===== config.mk =====
export PLATFORM = sky130hd
export DESIGN_NAME = adcf_top
export DESIGN_NICKNAME = d
export VERILOG_FILES = /design/src/hdl/adcf_pkg.sv /design/src/hdl/adcf_top.sv
export SDC_FILE = /design/constraint.sdc
export NUM_CORES = 1
export LEC_CHECK = 0
export BUFFER_PORTS_ARGS = -buffer_cell sky130_fd_sc_hd__buf_2
export CORE_MARGIN = 8
export CORE_UTILIZATION = 50
export CTS_CLUSTER_SIZE = 40
export DETAILED_ROUTE_END_ITERATION = 16
export PLACE_DENSITY_LB_ADDON = 0.3
export SLEW_MARGIN = 40
export SYNTH_ARGS = -nofsm -noshare
export SYNTH_HDL_FRONTEND = slang
export SYNTH_SLANG_ARGS = --single-unit

===== constraint.sdc =====
create_clock -name aclk -period 7 [get_ports aclk]
set_input_delay 1.05 -clock aclk [delete_from_list [all_inputs] [get_ports aclk]]
set_output_delay 1.05 -clock aclk [all_outputs]
set_load 0.005 [all_outputs]

===== src/hdl/adcf_pkg.sv =====
package adcf_pkg;

  // ==========================================================
  // Register byte offsets
  localparam logic [7:0] OFS_RES_LO  = 8'h00;
  localparam logic [7:0] OFS_RES_HI  = 8'h04;
  localparam logic [7:0] OFS_CTRL    = 8'h08;
  localparam logic [7:0] OFS_SRC_CLK = 8'h0c;
  localparam logic [7:0] OFS_AMP     = 8'h10;
  localparam logic [7:0] OFS_BGAP    = 8'h14;
  localparam logic [7:0] OFS_IRQ_ST  = 8'h18;
  localparam logic [7:0] OFS_IRQ_MSK = 8'h1c;

  // ==========================================================
  // Field positions
  localparam int CTRL_START_BIT = 7;
  localparam int CTRL_BUSY_BIT  = 6;
  localparam int CTRL_EN_BIT    = 5;
  localparam int CTRL_ALIGN_BIT = 4;
  localparam int SRC_INT_LSB    = 4;
  localparam int AMP_EN_BIT     = 7;
  localparam int AMP_IN_BIT     = 4;
  localparam int AMP_REF_LSB    = 2;
  localparam int IRQ_DONE_BIT   = 0;
  localparam int IRQ_REFUSE_BIT = 1;

  // ==========================================================
  // Writable bit masks and reset values
  localparam logic [7:0] CTRL_WMASK = 8'hbf;
  localparam logic [7:0] SRC_WMASK  = 8'hf7;
  localparam logic [7:0] AMP_WMASK  = 8'h9f;
  localparam logic [7:0] BGAP_WMASK = 8'h01;
  localparam logic [7:0] CTRL_RST   = 8'h00;
  localparam logic [7:0] SRC_RST    = 8'h00;
  localparam logic [7:0] AMP_RST    = 8'h00;
  localparam logic [7:0] BGAP_RST   = 8'h00;
  localparam logic [1:0] IRQ_RST    = 2'h0;

  // ==========================================================
  // Converter, routing and bus constants
  localparam int RES_W = 12;
  localparam int DIV_W = 7;
  localparam logic [3:0] EXT_CH_NINE   = 4'h9;
  localparam logic [3:0] EXT_CH_ELEVEN = 4'hb;
  localparam logic [1:0] LVL_SUPPLY = 2'h0;
  localparam logic [1:0] LVL_AMP    = 2'h1;
  localparam logic [1:0] LVL_GROUND = 2'h2;
  localparam logic [1:0] RESP_OKAY   = 2'h0;
  localparam logic [1:0] RESP_SLVERR = 2'h2;

  typedef enum logic {ST_IDLE, ST_BUSY} adcf_state_t;

endpackage : adcf_pkg


===== src/hdl/adcf_top.sv =====
// Implementation choices: register access over AXI4-Lite and the register offsets.
`timescale 1ns/1ps
// What this block does
// - Every conversion yields a 12-bit result, external or internal source.
// - Internal select and external channel select jointly pick the input.
// - Picking an internal level disconnects the external channel input.
// - Channels nine and eleven go to supply and battery sense nodes.
// - At most one selected signal reaches the converter input at a time; unmapped channel codes route none.
// - Result sits in two read-only bytes, high and low.
// - Alignment 0: high=11..4, low upper=3..0; 1: high low=11..8, low=7..0.
// - Result byte positions without a result bit read zero.
// - While converter is disabled, result registers keep their contents.
// - Three 8-bit control registers configure the converter.
// - Third control register governs the reference amplifier.
// - A single-bit register holds the bandgap reference enable.
// - Only 12 of the 16 result bit positions carry data.
// - Start written high then low sets busy while enabled; busy clears when done.
// - External codes map to channels 0,1,5-8,9,11; others float.
// - Internal codes pick external, supply/1/2/4, amp/1/2/4 or ground.
// - Conversion clock divides system clock by 1 to 128, codes 0-7.
module adcf_top
  import adcf_pkg::*;
#(
  parameter int ADDR_W = 8
) (
  input  wire logic              aclk,
  input  wire logic              aresetn,
  input  wire logic              ce,
  input  wire logic [ADDR_W-1:0] s_axi_awaddr,
  input  wire logic              s_axi_awvalid,
  output logic                   s_axi_awready,
  input  wire logic [31:0]       s_axi_wdata,
  input  wire logic [3:0]        s_axi_wstrb,
  input  wire logic              s_axi_wvalid,
  output logic                   s_axi_wready,
  output logic [1:0]             s_axi_bresp,
  output logic                   s_axi_bvalid,
  input  wire logic              s_axi_bready,
  input  wire logic [ADDR_W-1:0] s_axi_araddr,
  input  wire logic              s_axi_arvalid,
  output logic                   s_axi_arready,
  output logic [31:0]            s_axi_rdata,
  output logic [1:0]             s_axi_rresp,
  output logic                   s_axi_rvalid,
  input  wire logic              s_axi_rready,
  output logic                   conv_enable,
  output logic                   conv_start,
  output logic                   conv_tick,
  input  wire logic              conv_done,
  input  wire logic [RES_W-1:0]  conv_data,
  output logic                   route_ext_pin,
  output logic [3:0]             route_ext_chan,
  output logic                   route_supply_sense,
  output logic                   route_battery_sense,
  output logic                   route_internal,
  output logic [1:0]             route_level,
  output logic [1:0]             route_div,
  output logic                   amp_enable,
  output logic                   amp_input_sel,
  output logic [1:0]             ref_select,
  output logic [1:0]             amp_gain,
  output logic                   bandgap_enable,
  output logic                   irq
);

  // ==========================================================
  // State
  logic              awready_q, wready_q, bvalid_q;
  logic              aw_have_q, w_have_q;
  logic [ADDR_W-1:0] aw_addr_q;
  logic [31:0]       w_data_q;
  logic [3:0]        w_strb_q;
  logic [1:0]        bresp_q;
  logic              arready_q, rvalid_q;
  logic [31:0]       rdata_q;
  logic [1:0]        rresp_q;
  logic [7:0]        ctrl_q, src_q, amp_q, bgap_q;
  logic [1:0]        irq_st_q, irq_msk_q;
  logic [1:0]        irq_st_d, irq_msk_d;
  logic              irq_q;
  adcf_state_t       state_q;
  logic [RES_W-1:0]  result_q;
  logic              start_q, tick_q;
  logic [DIV_W-1:0]  div_cnt_q;
  logic              r_ext_q, r_sup_q, r_bat_q, r_int_q;
  logic [3:0]        r_chan_q;
  logic [1:0]        r_lvl_q, r_div_q;

  // ==========================================================
  // Write channel handshake
  logic do_wr, aw_fire, w_fire, wr_lane0;
  logic [ADDR_W-1:0] wa;
  logic [7:0] wd;
  assign aw_fire  = ce & s_axi_awvalid & awready_q;
  assign w_fire   = ce & s_axi_wvalid & wready_q;
  assign do_wr    = ce & aw_have_q & w_have_q & ~bvalid_q;
  assign wa       = aw_addr_q;
  assign wd       = w_data_q[7:0];
  assign wr_lane0 = do_wr & w_strb_q[0];

  always_ff @(posedge aclk) begin
    if (!aresetn) begin
      aw_have_q <= 1'b0;
      awready_q <= 1'b0;
      aw_addr_q <= '0;
    end else if (ce) begin
      if (aw_fire) begin
        aw_have_q <= 1'b1;
        awready_q <= 1'b0;
        aw_addr_q <= s_axi_awaddr;
      end else if (do_wr || !aw_have_q) begin
        aw_have_q <= 1'b0;
        awready_q <= 1'b1;
      end
    end
  end

  always_ff @(posedge aclk) begin
    if (!aresetn) begin
      w_have_q <= 1'b0;
      wready_q <= 1'b0;
      w_data_q <= '0;
      w_strb_q <= '0;
    end else if (ce) begin
      if (w_fire) begin
        w_have_q <= 1'b1;
        wready_q <= 1'b0;
        w_data_q <= s_axi_wdata;
        w_strb_q <= s_axi_wstrb;
      end else if (do_wr || !w_have_q) begin
        w_have_q <= 1'b0;
        wready_q <= 1'b1;
      end
    end
  end

  logic wr_mapped;
  always_comb begin
    if (wa == ADDR_W'(OFS_RES_LO) || wa == ADDR_W'(OFS_RES_HI)) begin
      wr_mapped = 1'b1;
    end else if (wa == ADDR_W'(OFS_CTRL) || wa == ADDR_W'(OFS_SRC_CLK)) begin
      wr_mapped = 1'b1;
    end else if (wa == ADDR_W'(OFS_AMP) || wa == ADDR_W'(OFS_BGAP)) begin
      wr_mapped = 1'b1;
    end else if (wa == ADDR_W'(OFS_IRQ_ST) || wa == ADDR_W'(OFS_IRQ_MSK)) begin
      wr_mapped = 1'b1;
    end else begin
      wr_mapped = 1'b0;
    end
  end

  always_ff @(posedge aclk) begin
    if (!aresetn) begin
      bvalid_q <= 1'b0;
      bresp_q  <= RESP_OKAY;
    end else if (ce) begin
      if (do_wr) begin
        bvalid_q <= 1'b1;
        bresp_q  <= wr_mapped ? RESP_OKAY : RESP_SLVERR;
      end else if (s_axi_bready) begin
        bvalid_q <= 1'b0;
      end
    end
  end

  // ==========================================================
  // Control registers; result offsets accept writes but store nothing
  logic wr_ctrl, start_fall;
  assign wr_ctrl    = wr_lane0 & (wa == ADDR_W'(OFS_CTRL));
  // Conversion begins on the high-to-low write of the start bit
  assign start_fall = wr_ctrl & ctrl_q[CTRL_START_BIT]
                    & ~wd[CTRL_START_BIT];

  always_ff @(posedge aclk) begin
    if (!aresetn) begin
      ctrl_q <= CTRL_RST;
      src_q  <= SRC_RST;
      amp_q  <= AMP_RST;
      bgap_q <= BGAP_RST;
    end else if (ce) begin
      if (wr_ctrl) begin
        ctrl_q <= wd & CTRL_WMASK;
      end
      if (wr_lane0 && wa == ADDR_W'(OFS_SRC_CLK)) begin
        src_q <= wd & SRC_WMASK;
      end
      if (wr_lane0 && wa == ADDR_W'(OFS_AMP)) begin
        amp_q <= wd & AMP_WMASK;
      end
      if (wr_lane0 && wa == ADDR_W'(OFS_BGAP)) begin
        bgap_q <= wd & BGAP_WMASK;
      end
    end
  end

  // ==========================================================
  // Conversion sequencer
  logic en, busy, finish, refuse;
  assign en     = ctrl_q[CTRL_EN_BIT];
  assign busy   = (state_q == ST_BUSY);
  assign finish = ce & busy & en & conv_done;
  // A start while disabled or busy is dropped and flagged
  assign refuse = ce & start_fall & (~en | busy);

  always_ff @(posedge aclk) begin
    if (!aresetn) begin
      state_q <= ST_IDLE;
      start_q <= 1'b0;
    end else if (ce) begin
      start_q <= 1'b0;
      case (state_q)
        ST_IDLE: begin
          if (start_fall && en) begin
            state_q <= ST_BUSY;
            start_q <= 1'b1;
          end
        end
        ST_BUSY: begin
          // Disabling aborts; the old result stays
          if (!en || conv_done) begin
            state_q <= ST_IDLE;
          end
        end
        default: state_q <= ST_IDLE;
      endcase
    end
  end

  // Raw word is stored once; alignment is applied on read,
  // so both bytes always come from one conversion
  always_ff @(posedge aclk) begin
    if (!aresetn) begin
      result_q <= '0;
    end else if (finish) begin
      result_q <= conv_data;
    end
  end

  // ==========================================================
  // Conversion clock divider
  logic [DIV_W-1:0] div_lim;
  assign div_lim = DIV_W'((8'h01 << src_q[2:0]) - 8'h01);

  always_ff @(posedge aclk) begin
    if (!aresetn) begin
      div_cnt_q <= '0;
      tick_q    <= 1'b0;
    end else if (ce) begin
      if (!en || div_cnt_q >= div_lim) begin
        div_cnt_q <= '0;
      end else begin
        div_cnt_q <= div_cnt_q + DIV_W'(1);
      end
      tick_q <= en & (div_cnt_q >= div_lim);
    end
  end

  // ==========================================================
  // Input routing
  logic [3:0] isel, csel;
  logic       int_pick, pin_ok;
  logic [1:0] lvl, dv;
  assign isel = src_q[SRC_INT_LSB +: 4];
  assign csel = ctrl_q[3:0];

  always_comb begin
    int_pick = 1'b1;
    lvl      = LVL_GROUND;
    dv       = isel[1:0] - 2'h1;
    if (isel[3:2] == 2'b00 && isel[1:0] != 2'b00) begin
      lvl = LVL_SUPPLY;
    end else if (isel[3:2] == 2'b01 && isel[1:0] != 2'b00) begin
      lvl = LVL_AMP;
    end else if (isel[3:2] == 2'b10) begin
      dv = 2'h0;
    end else begin
      int_pick = 1'b0;
      dv       = 2'h0;
    end
  end

  always_comb begin
    if (csel <= 4'h1) begin
      pin_ok = 1'b1;
    end else if (csel >= 4'h5 && csel <= 4'h8) begin
      pin_ok = 1'b1;
    end else begin
      pin_ok = 1'b0;
    end
  end

  always_ff @(posedge aclk) begin
    if (!aresetn) begin
      r_ext_q  <= 1'b0;
      r_sup_q  <= 1'b0;
      r_bat_q  <= 1'b0;
      r_int_q  <= 1'b0;
      r_chan_q <= '0;
      r_lvl_q  <= '0;
      r_div_q  <= '0;
    end else if (ce) begin
      r_int_q  <= int_pick;
      r_lvl_q  <= lvl;
      r_div_q  <= dv;
      r_chan_q <= csel;
      r_ext_q  <= ~int_pick & pin_ok;
      r_sup_q  <= ~int_pick & (csel == EXT_CH_NINE);
      r_bat_q  <= ~int_pick & (csel == EXT_CH_ELEVEN);
    end
  end

  // ==========================================================
  // Interrupt status and mask
  logic w1c_hit, msk_hit;
  assign w1c_hit = wr_lane0 & (wa == ADDR_W'(OFS_IRQ_ST));
  assign msk_hit = wr_lane0 & (wa == ADDR_W'(OFS_IRQ_MSK));

  always_comb begin
    irq_st_d  = irq_st_q;
    irq_msk_d = irq_msk_q;
    if (w1c_hit) begin
      irq_st_d = irq_st_q & ~wd[1:0];
    end
    if (msk_hit) begin
      irq_msk_d = wd[1:0];
    end
    // Set applied after clear so a same-cycle event is kept
    if (finish) begin
      irq_st_d[IRQ_DONE_BIT] = 1'b1;
    end
    if (refuse) begin
      irq_st_d[IRQ_REFUSE_BIT] = 1'b1;
    end
  end

  always_ff @(posedge aclk) begin
    if (!aresetn) begin
      irq_st_q  <= IRQ_RST;
      irq_msk_q <= IRQ_RST;
      irq_q     <= 1'b0;
    end else if (ce) begin
      irq_st_q  <= irq_st_d;
      irq_msk_q <= irq_msk_d;
      irq_q     <= |(irq_st_d & irq_msk_d);
    end
  end

  // ==========================================================
  // Read channel
  logic ar_fire;
  logic [7:0] rd_byte;
  logic rd_ok;
  assign ar_fire = ce & s_axi_arvalid & arready_q;

  always_comb begin
    rd_byte = 8'h00;
    rd_ok   = 1'b1;
    if (s_axi_araddr == ADDR_W'(OFS_RES_LO)) begin
      rd_byte = ctrl_q[CTRL_ALIGN_BIT] ? result_q[7:0]
                                       : {result_q[3:0], 4'h0};
    end else if (s_axi_araddr == ADDR_W'(OFS_RES_HI)) begin
      rd_byte = ctrl_q[CTRL_ALIGN_BIT] ? {4'h0, result_q[11:8]}
                                       : result_q[11:4];
    end else if (s_axi_araddr == ADDR_W'(OFS_CTRL)) begin
      rd_byte = ctrl_q;
      rd_byte[CTRL_BUSY_BIT] = busy;
    end else if (s_axi_araddr == ADDR_W'(OFS_SRC_CLK)) begin
      rd_byte = src_q;
    end else if (s_axi_araddr == ADDR_W'(OFS_AMP)) begin
      rd_byte = amp_q;
    end else if (s_axi_araddr == ADDR_W'(OFS_BGAP)) begin
      rd_byte = bgap_q;
    end else if (s_axi_araddr == ADDR_W'(OFS_IRQ_ST)) begin
      rd_byte = {6'h00, irq_st_q};
    end else if (s_axi_araddr == ADDR_W'(OFS_IRQ_MSK)) begin
      rd_byte = {6'h00, irq_msk_q};
    end else begin
      rd_ok = 1'b0;
    end
  end

  always_ff @(posedge aclk) begin
    if (!aresetn) begin
      arready_q <= 1'b0;
      rvalid_q  <= 1'b0;
      rdata_q   <= '0;
      rresp_q   <= RESP_OKAY;
    end else if (ce) begin
      if (ar_fire) begin
        arready_q <= 1'b0;
        rvalid_q  <= 1'b1;
        rdata_q   <= {24'h000000, rd_byte};
        rresp_q   <= rd_ok ? RESP_OKAY : RESP_SLVERR;
      end else if (rvalid_q && s_axi_rready) begin
        rvalid_q  <= 1'b0;
        arready_q <= 1'b1;
      end else if (!rvalid_q) begin
        arready_q <= 1'b1;
      end
    end
  end

  // ==========================================================
  // Outputs
  assign s_axi_awready       = awready_q;
  assign s_axi_wready        = wready_q;
  assign s_axi_bvalid        = bvalid_q;
  assign s_axi_bresp         = bresp_q;
  assign s_axi_arready       = arready_q;
  assign s_axi_rvalid        = rvalid_q;
  assign s_axi_rdata         = rdata_q;
  assign s_axi_rresp         = rresp_q;
  assign conv_enable         = ctrl_q[CTRL_EN_BIT];
  assign conv_start          = start_q;
  assign conv_tick           = tick_q;
  assign route_ext_pin       = r_ext_q;
  assign route_ext_chan      = r_chan_q;
  assign route_supply_sense  = r_sup_q;
  assign route_battery_sense = r_bat_q;
  assign route_internal      = r_int_q;
  assign route_level         = r_lvl_q;
  assign route_div           = r_div_q;
  assign amp_enable          = amp_q[AMP_EN_BIT];
  assign amp_input_sel       = amp_q[AMP_IN_BIT];
  assign ref_select          = amp_q[AMP_REF_LSB +: 2];
  assign amp_gain            = amp_q[1:0];
  assign bandgap_enable      = bgap_q[0];
  assign irq                 = irq_q;

  // ==========================================================
  // Assertions
  a_start_busy: assert property (@(posedge aclk) disable iff (!aresetn)
    start_fall && en && !busy && ce |=> busy && conv_start)
    else $error("start did not raise busy");

  a_result_done: assert property (@(posedge aclk) disable iff (!aresetn)
    finish |=> !busy && result_q == $past(conv_data))
    else $error("result not loaded as busy cleared");

  a_hold_off: assert property (@(posedge aclk) disable iff (!aresetn)
    !en |=> $stable(result_q))
    else $error("result changed while disabled");

  a_low_align0: assert property (@(posedge aclk) disable iff (!aresetn)
    ar_fire && s_axi_araddr == ADDR_W'(OFS_RES_LO)
    && !ctrl_q[CTRL_ALIGN_BIT]
    |=> rdata_q[7:0] == {$past(result_q[3:0]), 4'h0})
    else $error("low byte wrong for alignment 0");

  a_high_align1: assert property (@(posedge aclk) disable iff (!aresetn)
    ar_fire && s_axi_araddr == ADDR_W'(OFS_RES_HI)
    && ctrl_q[CTRL_ALIGN_BIT]
    |=> rdata_q[7:0] == {4'h0, $past(result_q[11:8])})
    else $error("high byte wrong for alignment 1");

  a_upper_zero: assert property (@(posedge aclk) disable iff (!aresetn)
    rvalid_q |-> rdata_q[31:8] == 24'h000000)
    else $error("bits above the byte not zero");

  a_ext_off: assert property (@(posedge aclk) disable iff (!aresetn)
    r_int_q |-> !r_ext_q && !r_sup_q && !r_bat_q)
    else $error("external input left on with internal pick");

  a_one_source: assert property (@(posedge aclk) disable iff (!aresetn)
    $onehot0({r_int_q, r_ext_q, r_sup_q, r_bat_q}))
    else $error("more than one source routed");

  a_nine_route: assert property (@(posedge aclk) disable iff (!aresetn)
    ce && !int_pick && csel == EXT_CH_NINE |=> r_sup_q)
    else $error("channel nine not on supply sense");

  a_div_one: assert property (@(posedge aclk) disable iff (!aresetn)
    ce && en && src_q[2:0] == 3'h0 |=> tick_q)
    else $error("divide by one does not tick");

  c_conversion: cover property (@(posedge aclk) disable iff (!aresetn)
    start_fall ##[1:60] finish);
  c_refused: cover property (@(posedge aclk) disable iff (!aresetn)
    refuse);
  c_irq: cover property (@(posedge aclk) disable iff (!aresetn)
    $rose(irq_q));

endmodule : adcf_top


==> results of run 1 <==
==> per-stage QoR <==
step	instance area [um2]	std cells	worst slack [ps]	hold slack (ps)
detailed placement	5079	744	3765	461.6
global route	5255	759	3995	504.0
finish	5255	759	4158	468.4
floorplan	4836	594	4260	435.3
CTS	5253	759	4144	474.3
global placement	5079	744	3769	452.4
==> flip-flops by register name, summed over array words and instances (netlist names), 4 cells and up <==
register,count
result_q,12
aw_addr_q,8
s_axi_rdata,8
w_data_q,8
ctrl_q,7
div_cnt_q,7
src_q,7
amp_q,6
route_ext_chan,4
==> report_power, final <==
| part | switching (W) | leakage (nW) | internal, W | total [W] |
|---|---|---|---|---|
| sequential | 0.00000656 | 0.760 | 0.000541 | 0.000548 |
| clock | 0.000190 | 0.0804 | 0.000137 | 0.000327 |
| combinational | 0.0000371 | 1.23 | 0.0000271 | 0.0000642 |
| total | 0.000234 | 2.07 | 0.000705 | 0.000939 |
==> path summary, 6_finish.rpt <==
kind | end | slack [ps]
setup / recovery | irq | 4160
setup reg to reg | div_cnt_q[5] | 4180
hold / removal | src_q[6] | 470
hold reg to reg | src_q[6] | 470
==> cells in the final DEF, fill, tap and decap left out, types with 2 or more instances in the layout <==
master,instances
and2_1,5
nor2b_1,25
a21oi_1,16
conb_1,26
a311oi_1,2
o2bb2ai_1,2
or3_1,2
o22ai_1,2
inv_1,16
nor4_1,3
nand3_1,16
xor2_1,4
nand2_1,123
nor3_1,4
buf_2,83
nor2_1,20
clkbuf_8,10
a31oi_1,5
o211ai_1,2
dfxtp_1,94
clkinvlp_4,3
nand4_1,5
ha_1,10
and3_1,6
or4b_1,2
nand4b_1,3
o21ai_0,19
xnor2_1,3
a21o_1,5
o211a_1,4
a21boi_0,43
mux2i_1,28
a21boi_1,7
a211oi_1,3
nand2b_1,2
==> worst register-to-register path: cells and delay by family (launching register included) <==
family / cells / cell delay [ps]
AO/OA/AOI/OAI: 4 / 880
AND/OR/NAND/NOR: 4 / 780
adder cells (fa/ha/maj): 2 / 540
flip-flops: 1 / 390
XOR/XNOR: 1 / 170
==> per-layer routing <==
metal	up-vias	GRT usage	routed length, um
met5	-	0	0
met4	0	0.07016	188
met3	15	0.04913	812
met2	117	0.2845	5167
met1	1874	0.2184	5230
li1	2008	-	-
==> cells by family (layout without fill, tap and decap cells) <==
group,count (synthesis),after routing,synth area share
simple gates,225,225,0.2298
compound gates,123,123,0.1823
flops,94,94,0.3968
buf+inv,79,115,0.08470
mux,30,30,0.06623
fa+ha+maj,10,10,0.02639
xor+xnor,7,7,0.01293
other cells,1,26,0.0007908
==> final cells by class <==
class                      count  area (um2)  share of cell area
multi-input combinational    421        2555              0.4862
inverter                      16       60.06             0.01143
clock buffer                  10       137.6             0.02619
clock inverter                 5       36.28            0.006905
sequential                    94        1882              0.3581
tap                          129       161.4             0.03071
timing repair buffer          84       422.9             0.08048
==> flow_summary.toml, run 1 <==
[cts]
cts_htree_levels = 3
cts_num_sinks = 94
cts_setup_buffers = 0
clk_latency_ps = 360
cts_buffers = 9
clk_pin_slew_ps = 90
cts_root_buf = "clkbuf_8"
cts_tree = "done"
clockBufferDepth = 2
cts_resized = 0
hold_buffers = 0

[worst_setup_path]
startpoint_type = "primary input"
cp.arrival_ps = 3140
path_delay_family = "simple AND/OR/NAND/NOR gates"
crit-reg2reg-launch = "src_q[0]"
crit_start = "ce"
crit_slowest_cell = "buf_2"
cp.required_ps = 7300
r2r_cells = 11
cp_num_cells = 7
path_cells = "buf_2, and4b_2, nand3_4, nor4_4, o211ai_2, a21o_1, a31oi_2"
path_buf_inv = 1
path_max_fanout = 38
critical_path_class = "primary input to register"
critPathMaxStageDelay_ps = 540
cp-end-kind = "register"

[final_layout]
area_growth_syn_to_layout_pct = 10.82
antennaDiodeCount = 0
nets = 709
fill_cells = 865
final_util = 0.5687
drive_gt1_frac = 0.1746

[synthesis]
yosysSeqAreaShare = 0.3968
synth_top_area_frac = 0.3968
yosys-top-cells-count = "nand2_1, dfxtp_1, a21boi_0, clkbuf_1, mux2i_1"
synthTopCellsByArea = "dfxtp_1, nand2_1, a21boi_0"
synthArstFlopShare = 0
ys_ff_latch = 94
synth_edf_count = 0
ys.flop_type = "dfxtp_1"
synth_area_mm2 = 0.004742
synth_most_common_cell = "nand2_1"
avgSynthCellArea_um2 = 8.334
post_synth_num_cell_types = 59
syn-instance-count = 569
synth_largest_area_cell = "dfxtp_1"
yosys_warnings = 0

[die]
initial_core_util = 0.5132
pin_count = 137
dieArea_mm2 = 0.01286
die-width_um = 113.4
die_h_um = 113.4
core_mm2 = 0.009240
row_count = 35

[grt]
antenna_found_initial = 0
grt_pass1_vias = 3956
grt_overflow = 0
grtUsageTotal = 0.1765
grt_pass1_wl_um = 18560
grt_max_degree = 92

[routing]
drtPass1Iterations = 4
ant_nets = 0
wl_per_cell_um = 15.02
drcViolationCount = 0
via_per_inst = 5.289
dr.first_iter.drc_count = 224
routed_wirelength_um = 11400
vias = 4014

[placed_design]
hpwl_um = 8352
place_congestion = 0.8865
io_buffer_count = 83

[sta]
fmaxAchievable_mhz = 351.8
hold_viol_final = 0
worst_slew_pin_slew_ps = 743.8
min_period_over_period = 0.4060
fin_setup_tns_ps = 0
drv_slew = 0
period_needed_ps = 2842
setup_viol = 0
clock_skew_ps = 8.614
rsz0062_at_grt = "no"
max-slew-margin-rel = 0.5041

[worst_hold_path]
hp-start = "w_data_q[6]"
min_path_cells = 2
min_path_type = "register to register"

[power_and_ir_drop]
peakVddDrop_uv = 112.8
total_power_w = 0.0009389
leakage_nw = 2.074
power_density_mw_per_mm2 = 178.7

[run_status]
status = "finished, final reports clean"

[job]
drv_cap = 0
Note: power is estimated with default switching activity, not from simulation.
==> inputs of run 2 (changes only) <==
==> constraint.sdc (replaced) <==
create_clock -name aclk -period 2.9 [get_ports aclk]
set_input_delay 0.435 -clock aclk [delete_from_list [all_inputs] [get_ports aclk]]
set_output_delay 0.435 -clock aclk [all_outputs]
set_load 0.005 [all_outputs]
==> run 2 against run 1 <==
  * Register-to-register slack lost 3900 ps
  * Non-clock buffer count increased by 7
  * Global-route usage grew 0.26 points
  * Largest power group unchanged
  * Critical path type is now register to register
  * Critical endpoint is now div_cnt_q[2]
  * Largest cell class unchanged
  * Critical path depth is 3 higher
  * Final area rose by 1.5%
==> flow_summary.toml, run 2 (synthesized netlist as in run 1, its figures left out) <==
[final_layout]
final_cell_mix = "nand2_1, dfxtp_1, buf_2, a21boi_0, mux2i_1"
area_growth_syn_to_layout_pct = 12.53
largest_reg_flops = 12
mostFrequentLayoutCell = "nand2_1"
fill_cells = 861
final_area_mm2 = 0.005336
top_register = "result_q"
antennaDiodeCount = 0
drive_gt1_frac = 0.1865
nets = 716

[cts]
clockBufferDepth = 2
cts_setup_buffers = 0
cts_root_buf = "clkbuf_8"
cts_htree_levels = 3
clk_latency_ps = 360
cts_num_sinks = 94
clk_pin_slew_ps = 100
cts_buffers = 9
cts_tree = "done"

[worst_setup_path]
path_cells = "or3_1, ha_4, a21o_1, a21oi_1, ha_1, and3_1, a221oi_2, o211ai_1, a21bo_2, nor2_1"
startpoint_type = "register"
critical_path_class = "register to register"
critPathMaxStageDelay_ps = 410
crit-reg2reg-launch = "src_q[1]"
crit_slowest_cell = "or3_1"
crit_start = "src_q[1]"
endpoint = "div_cnt_q[2]"
cp-end-kind = "register"
reg2reg_slack_ps = 240
cp.required_ps = 3200
r2r_cells = 10
path_max_fanout = 8
cp.arrival_ps = 2960
r2r-end = "div_cnt_q[2]"

[sta]
period_needed_ps = 2658
hold_viol_final = 0
min_period_over_period = 0.9166
worst_slew_pin_slew_ps = 625.4
setup_viol = 0
drv_slew = 0
max-slew-margin-rel = 0.5825
clock_skew_ps = 13.75
fin_setup_tns_ps = 0
rsz0062_at_grt = "no"
fin_ws_ps = 241.8
fmaxAchievable_mhz = 376.2

[power_and_ir_drop]
peakVddDrop_uv = 281.1
leakage_nw = 2.124
power_density_mw_per_mm2 = 434.0

[placed_design]
hpwl_um = 8570
io_buffer_count = 83
post-place-ws_ps = 148.9
placed_area_mm2 = 0.005131
place_congestion = 0.8998

[die]
dieArea_mm2 = 0.01286
initial_core_util = 0.5132
die_h_um = 113.4
row_count = 35
core_mm2 = 0.009240
pin_count = 137
die-width_um = 113.4

[run_status]
status = "finished, final reports clean"

[grt]
grt_pass1_vias = 3957
grt_overflow = 0
grt_pass1_wl_um = 18950
grt_max_degree = 40
grtUsageTotal = 0.1791
antenna_found_initial = 0

[routing]
drtPass1Iterations = 4
drcViolationCount = 0
via_per_inst = 5.248
ant_nets = 0
routed_wirelength_um = 11440
wl_per_cell_um = 14.92
vias = 4025
dr.first_iter.drc_count = 196

[worst_hold_path]
min_path_type = "primary input to register"

[job]
drv_cap = 0
==> run 2: changes by cell type in the layout (fill, tap and decap cells not counted) <==
cell,before,now
a221oi_1,1,0
ha_4,0,1
a221oi_2,0,1
buf_4,1,8
dfxtp_2,0,1
clkbuf_1,0,1
inv_6,0,1
clkinvlp_4,3,1
clkbuf_8,10,11
nor2_1,20,21
ha_1,10,9
dfxtp_1,94,93
nor2_2,1,0
==> run 2: worst min-delay path by stage <==
stage                             from          end  slack, ps  depth (start not counted)
after floorplan            w_data_q[6]     src_q[6]        440                          2
after global placement     w_data_q[6]     src_q[6]        450                          2
after detailed placement   w_data_q[6]     src_q[6]        450                          2
after CTS                 conv_data[4]  result_q[4]        310                          3
after global routing      conv_data[4]  result_q[4]        320                          3
final                     conv_data[1]  result_q[1]        310                          3
==> run 2: worst max-delay path: cells and delay by family, from the launching register on <==
family | cells | cell delay (ps)
adder cells (fa/ha/maj) | 2 | 460
AO/OA/AOI/OAI | 5 | 1070
AND/OR/NAND/NOR | 3 | 710
flip-flops | 1 | 370
==> run 2: report_power, final <==
part	switching [W]	leakage [nW]	internal (W)
sequential	0.0000159	0.760	0.00131
clock	0.000474	0.0930	0.000363
combinational	0.0000900	1.27	0.0000663
==> run 2: timing repair <==
item                       CTS  global route
gates resized for setup      0             4
setup endpoints to repair    0             8
hold buffers                 0             0
==> run 2: routing by layer <==
metal	track usage	vias up	share of wire
met5	0	-	0
met3	0.03962	14	0.060
met1	0.2220	1888	0.46
li1	-	2024	-
met2	0.2992	99	0.46
met4	0.06394	0	0.015
==> run 2: final cells by class <==
| cell class | instances | area (um2) | share of cell area |
|---|---|---|---|
| Multi-Input combinational cell | 421 | 2571 | 0.4818 |
| Clock buffer | 12 | 155.1 | 0.02907 |
| Timing Repair Buffer | 91 | 475.5 | 0.08910 |
| Sequential cell | 94 | 1883 | 0.3529 |
| Clock inverter | 4 | 30.03 | 0.005627 |
| Tap cell | 129 | 161.4 | 0.03025 |
| Inverter | 16 | 60.06 | 0.01125 |
==> run 2: stage by stage <==
step           power [W]    util  instances  hold WS [ps]
2_1_floorplan   0.001471       -        594         435.3
3_3_place_gp    0.001502  0.5553        751         449.0
3_5_place_dp    0.001506  0.5553        751         453.7
4_1_cts         0.002324  0.5754        767         306.8
5_1_grt         0.002393  0.5775        767         315.3
6_report        0.002316  0.5775        767         312.6
==> inputs of run 3 (changes only) <==
--- a/config.mk
+++ b/config.mk
@@ -7,7 +7,7 @@
 export LEC_CHECK = 0
 export BUFFER_PORTS_ARGS = -buffer_cell sky130_fd_sc_hd__buf_2
 export CORE_MARGIN = 8
-export CORE_UTILIZATION = 50
+export CORE_UTILIZATION = 31
 export CTS_CLUSTER_SIZE = 40
 export DETAILED_ROUTE_END_ITERATION = 16
 export PLACE_DENSITY_LB_ADDON = 0.3
==> run 3 against run 2 <==
  * Clock power is 34% higher
  * Clock skew is 2.8 ps lower
  * Count of clock-buffer cells in the layout is 1 lower
  * Register-to-register slack hardly changed
  * Wire length is 9.0% higher
  * First-iteration DRC count is 24% higher
  * Setup slack worse by 8.1 ps
  * Via count is 0.47% higher
  * Fmax is 0.30% lower
  * Largest power group unchanged
  * Core utilization is 21 points lower
  * Critical endpoint unchanged
  * Sequential power hardly changed
  * Critical path type unchanged
==> flow_summary.toml, run 3 (synthesized netlist as in run 1, its figures left out) <==
[final_layout]
final_util = 0.3639
largest_reg_flops = 12
nets = 716
mostFrequentLayoutCell = "nand2_1"
ff_latch_area_mm2 = 0.001882
drive_gt1_frac = 0.1850
area_growth_syn_to_layout_pct = 15.80
top_register = "result_q"
fill_cells = 1554
antennaDiodeCount = 0
final_area_mm2 = 0.005492
final_cell_mix = "nand2_1, dfxtp_1, buf_2, a21boi_0, mux2i_1"
finalNonFillerCells = 826
multiInputGateArea_mm2 = 0.002561

[power_and_ir_drop]
p_seq_frac = 0.508
power.internal_w = 0.001979
leakage_nw = 2.165
sw_frac_of_total = 0.2405
pwr-share-comb = 0.061
total_power_w = 0.002606
pwr-share-clk = 0.431
switching_power_w = 0.0006267
power_density_mw_per_mm2 = 474.6
peakVddDrop_uv = 279.0

[grt]
grtUsageTotal = 0.1270
antenna_found_initial = 0
grt_overflow = 0
grt_pass1_vias = 3900
grt_max_degree = 42
grt_pass1_wl_um = 20000

[routing]
ant_nets = 0
drtPass1Iterations = 4
drcViolationCount = 0
dr.first_iter.drc_count = 244
vias = 4044
wl_per_cell_um = 15.10
via_per_inst = 4.896
routed_wirelength_um = 12480

[worst_setup_path]
cp-end-kind = "register"
path_cells = "or3_1, ha_2, xor2_1, nor2_1, a21oi_1, ha_1, and3_1, a221oi_2, o211ai_1, a21bo_2, nor2_1"
crit_slowest_cell = "or3_1"
crit_top_cell = "nor2_1"
path_max_fanout = 8
path_delay_family = "simple AND/OR/NAND/NOR gates"
cp.arrival_ps = 2950
startpoint_type = "register"
critPathMaxStageDelay_ps = 400
path_buf_inv = 0
cp.required_ps = 3180
critical_path_class = "register to register"

[die]
dieArea_mm2 = 0.01951
core_mm2 = 0.01509
initial_core_util = 0.3143
die_h_um = 139.7
pin_count = 137
row_count = 45
die-width_um = 139.7

[sta]
clock_skew_ps = 10.97
drv_slew = 0
period_needed_ps = 2666
max-slew-margin-rel = 0.5598
min_period_over_period = 0.9194
fmaxAchievable_mhz = 375.0
fin_setup_tns_ps = 0
hold_viol_final = 0
rsz0062_at_grt = "no"
setup_viol = 0
worst_slew_pin_slew_ps = 658.4

[worst_hold_path]
min_path_type = "primary input to register"

[run_status]
status = "finished, final reports clean"

[cts]
clk_pin_slew_ps = 70
cts_root_buf = "clkbuf_16"
clk_latency_ps = 350
cts_setup_buffers = 0
cts_htree_levels = 3
cts_buffers = 9
hold_buffers = 0
cts_tree = "done"
cts_num_sinks = 94
clockBufferDepth = 2

[placed_design]
hpwl_um = 9505
dp_cells = 810
io_buffer_count = 83
place_congestion = 0.8578
placed_area_mm2 = 0.005205

[job]
drv_cap = 0
[run 3: cell types whose count changed in the layout (fill, tap and decap cells not counted), sizes merged]
cell / previous run / this run
inv: 17 / 16
clkbuf: 12 / 11
clkinv: 2 / 4
[run 3: final timing paths]
kind                                endpoint            from  slack (ps)  cells past startpoint
worst max-delay path            div_cnt_q[2]        src_q[1]         230                     11
worst min-delay path             w_strb_q[0]  s_axi_wstrb[0]         330                      3
worst max register to register  div_cnt_q[2]        src_q[1]         230                     11
worst min register to register      src_q[6]     w_data_q[6]         460                      2
[run 3: repair_timing]
action	in CTS	in global routing
resized for setup	0	2
endpoints found under the hold margin	0	0
endpoints found under the setup margin	0	7
[run 3: per-stage QoR]
stage          setup slack (ps)  hold WS (ps)
3_3_place_gp              158.9         448.1
6_report                  233.7         330.1
5_1_grt                   8.764         329.9
4_1_cts                   86.25         318.7
2_1_floorplan             160.2         435.3
3_5_place_dp              109.3         456.9
[run 3: layer usage]
metal | vias to the layer above | global-route usage | wire length [um]
met5 | - | 0 | 0
met4 | 0 | 0.05543 | 206
met3 | 16 | 0.03215 | 750
met2 | 112 | 0.2004 | 5534
met1 | 1888 | 0.1605 | 5985
li1 | 2028 | - | -
[run 3: worst min-delay path, stage by stage]
cell and delay [ps]:
buf_2 90, nand2_1 40, a21boi_0 60
[run 3: area by class of cell]
cell class | instances | share of cell area
Tap cell | 188 | 0.04283
Sequential cell | 94 | 0.3427
Clock inverter | 5 | 0.006380
Clock buffer | 11 | 0.04420
Inverter | 16 | 0.01094
Timing Repair Buffer | 91 | 0.08658
Multi-Input combinational cell | 421 | 0.4664
[run 3: power by group through the flow]
stage | registers [W] | clock network (W) | logic (W)
detailed placement | 0.00135 | 0 | 0.000159
finish | 0.00132 | 0.00112 | 0.000159
global route | 0.00133 | 0.00121 | 0.000179
global placement | 0.00135 | 0 | 0.000156
CTS | 0.00132 | 0.00116 | 0.000160
floorplan | 0.00135 | 0 | 0.000123
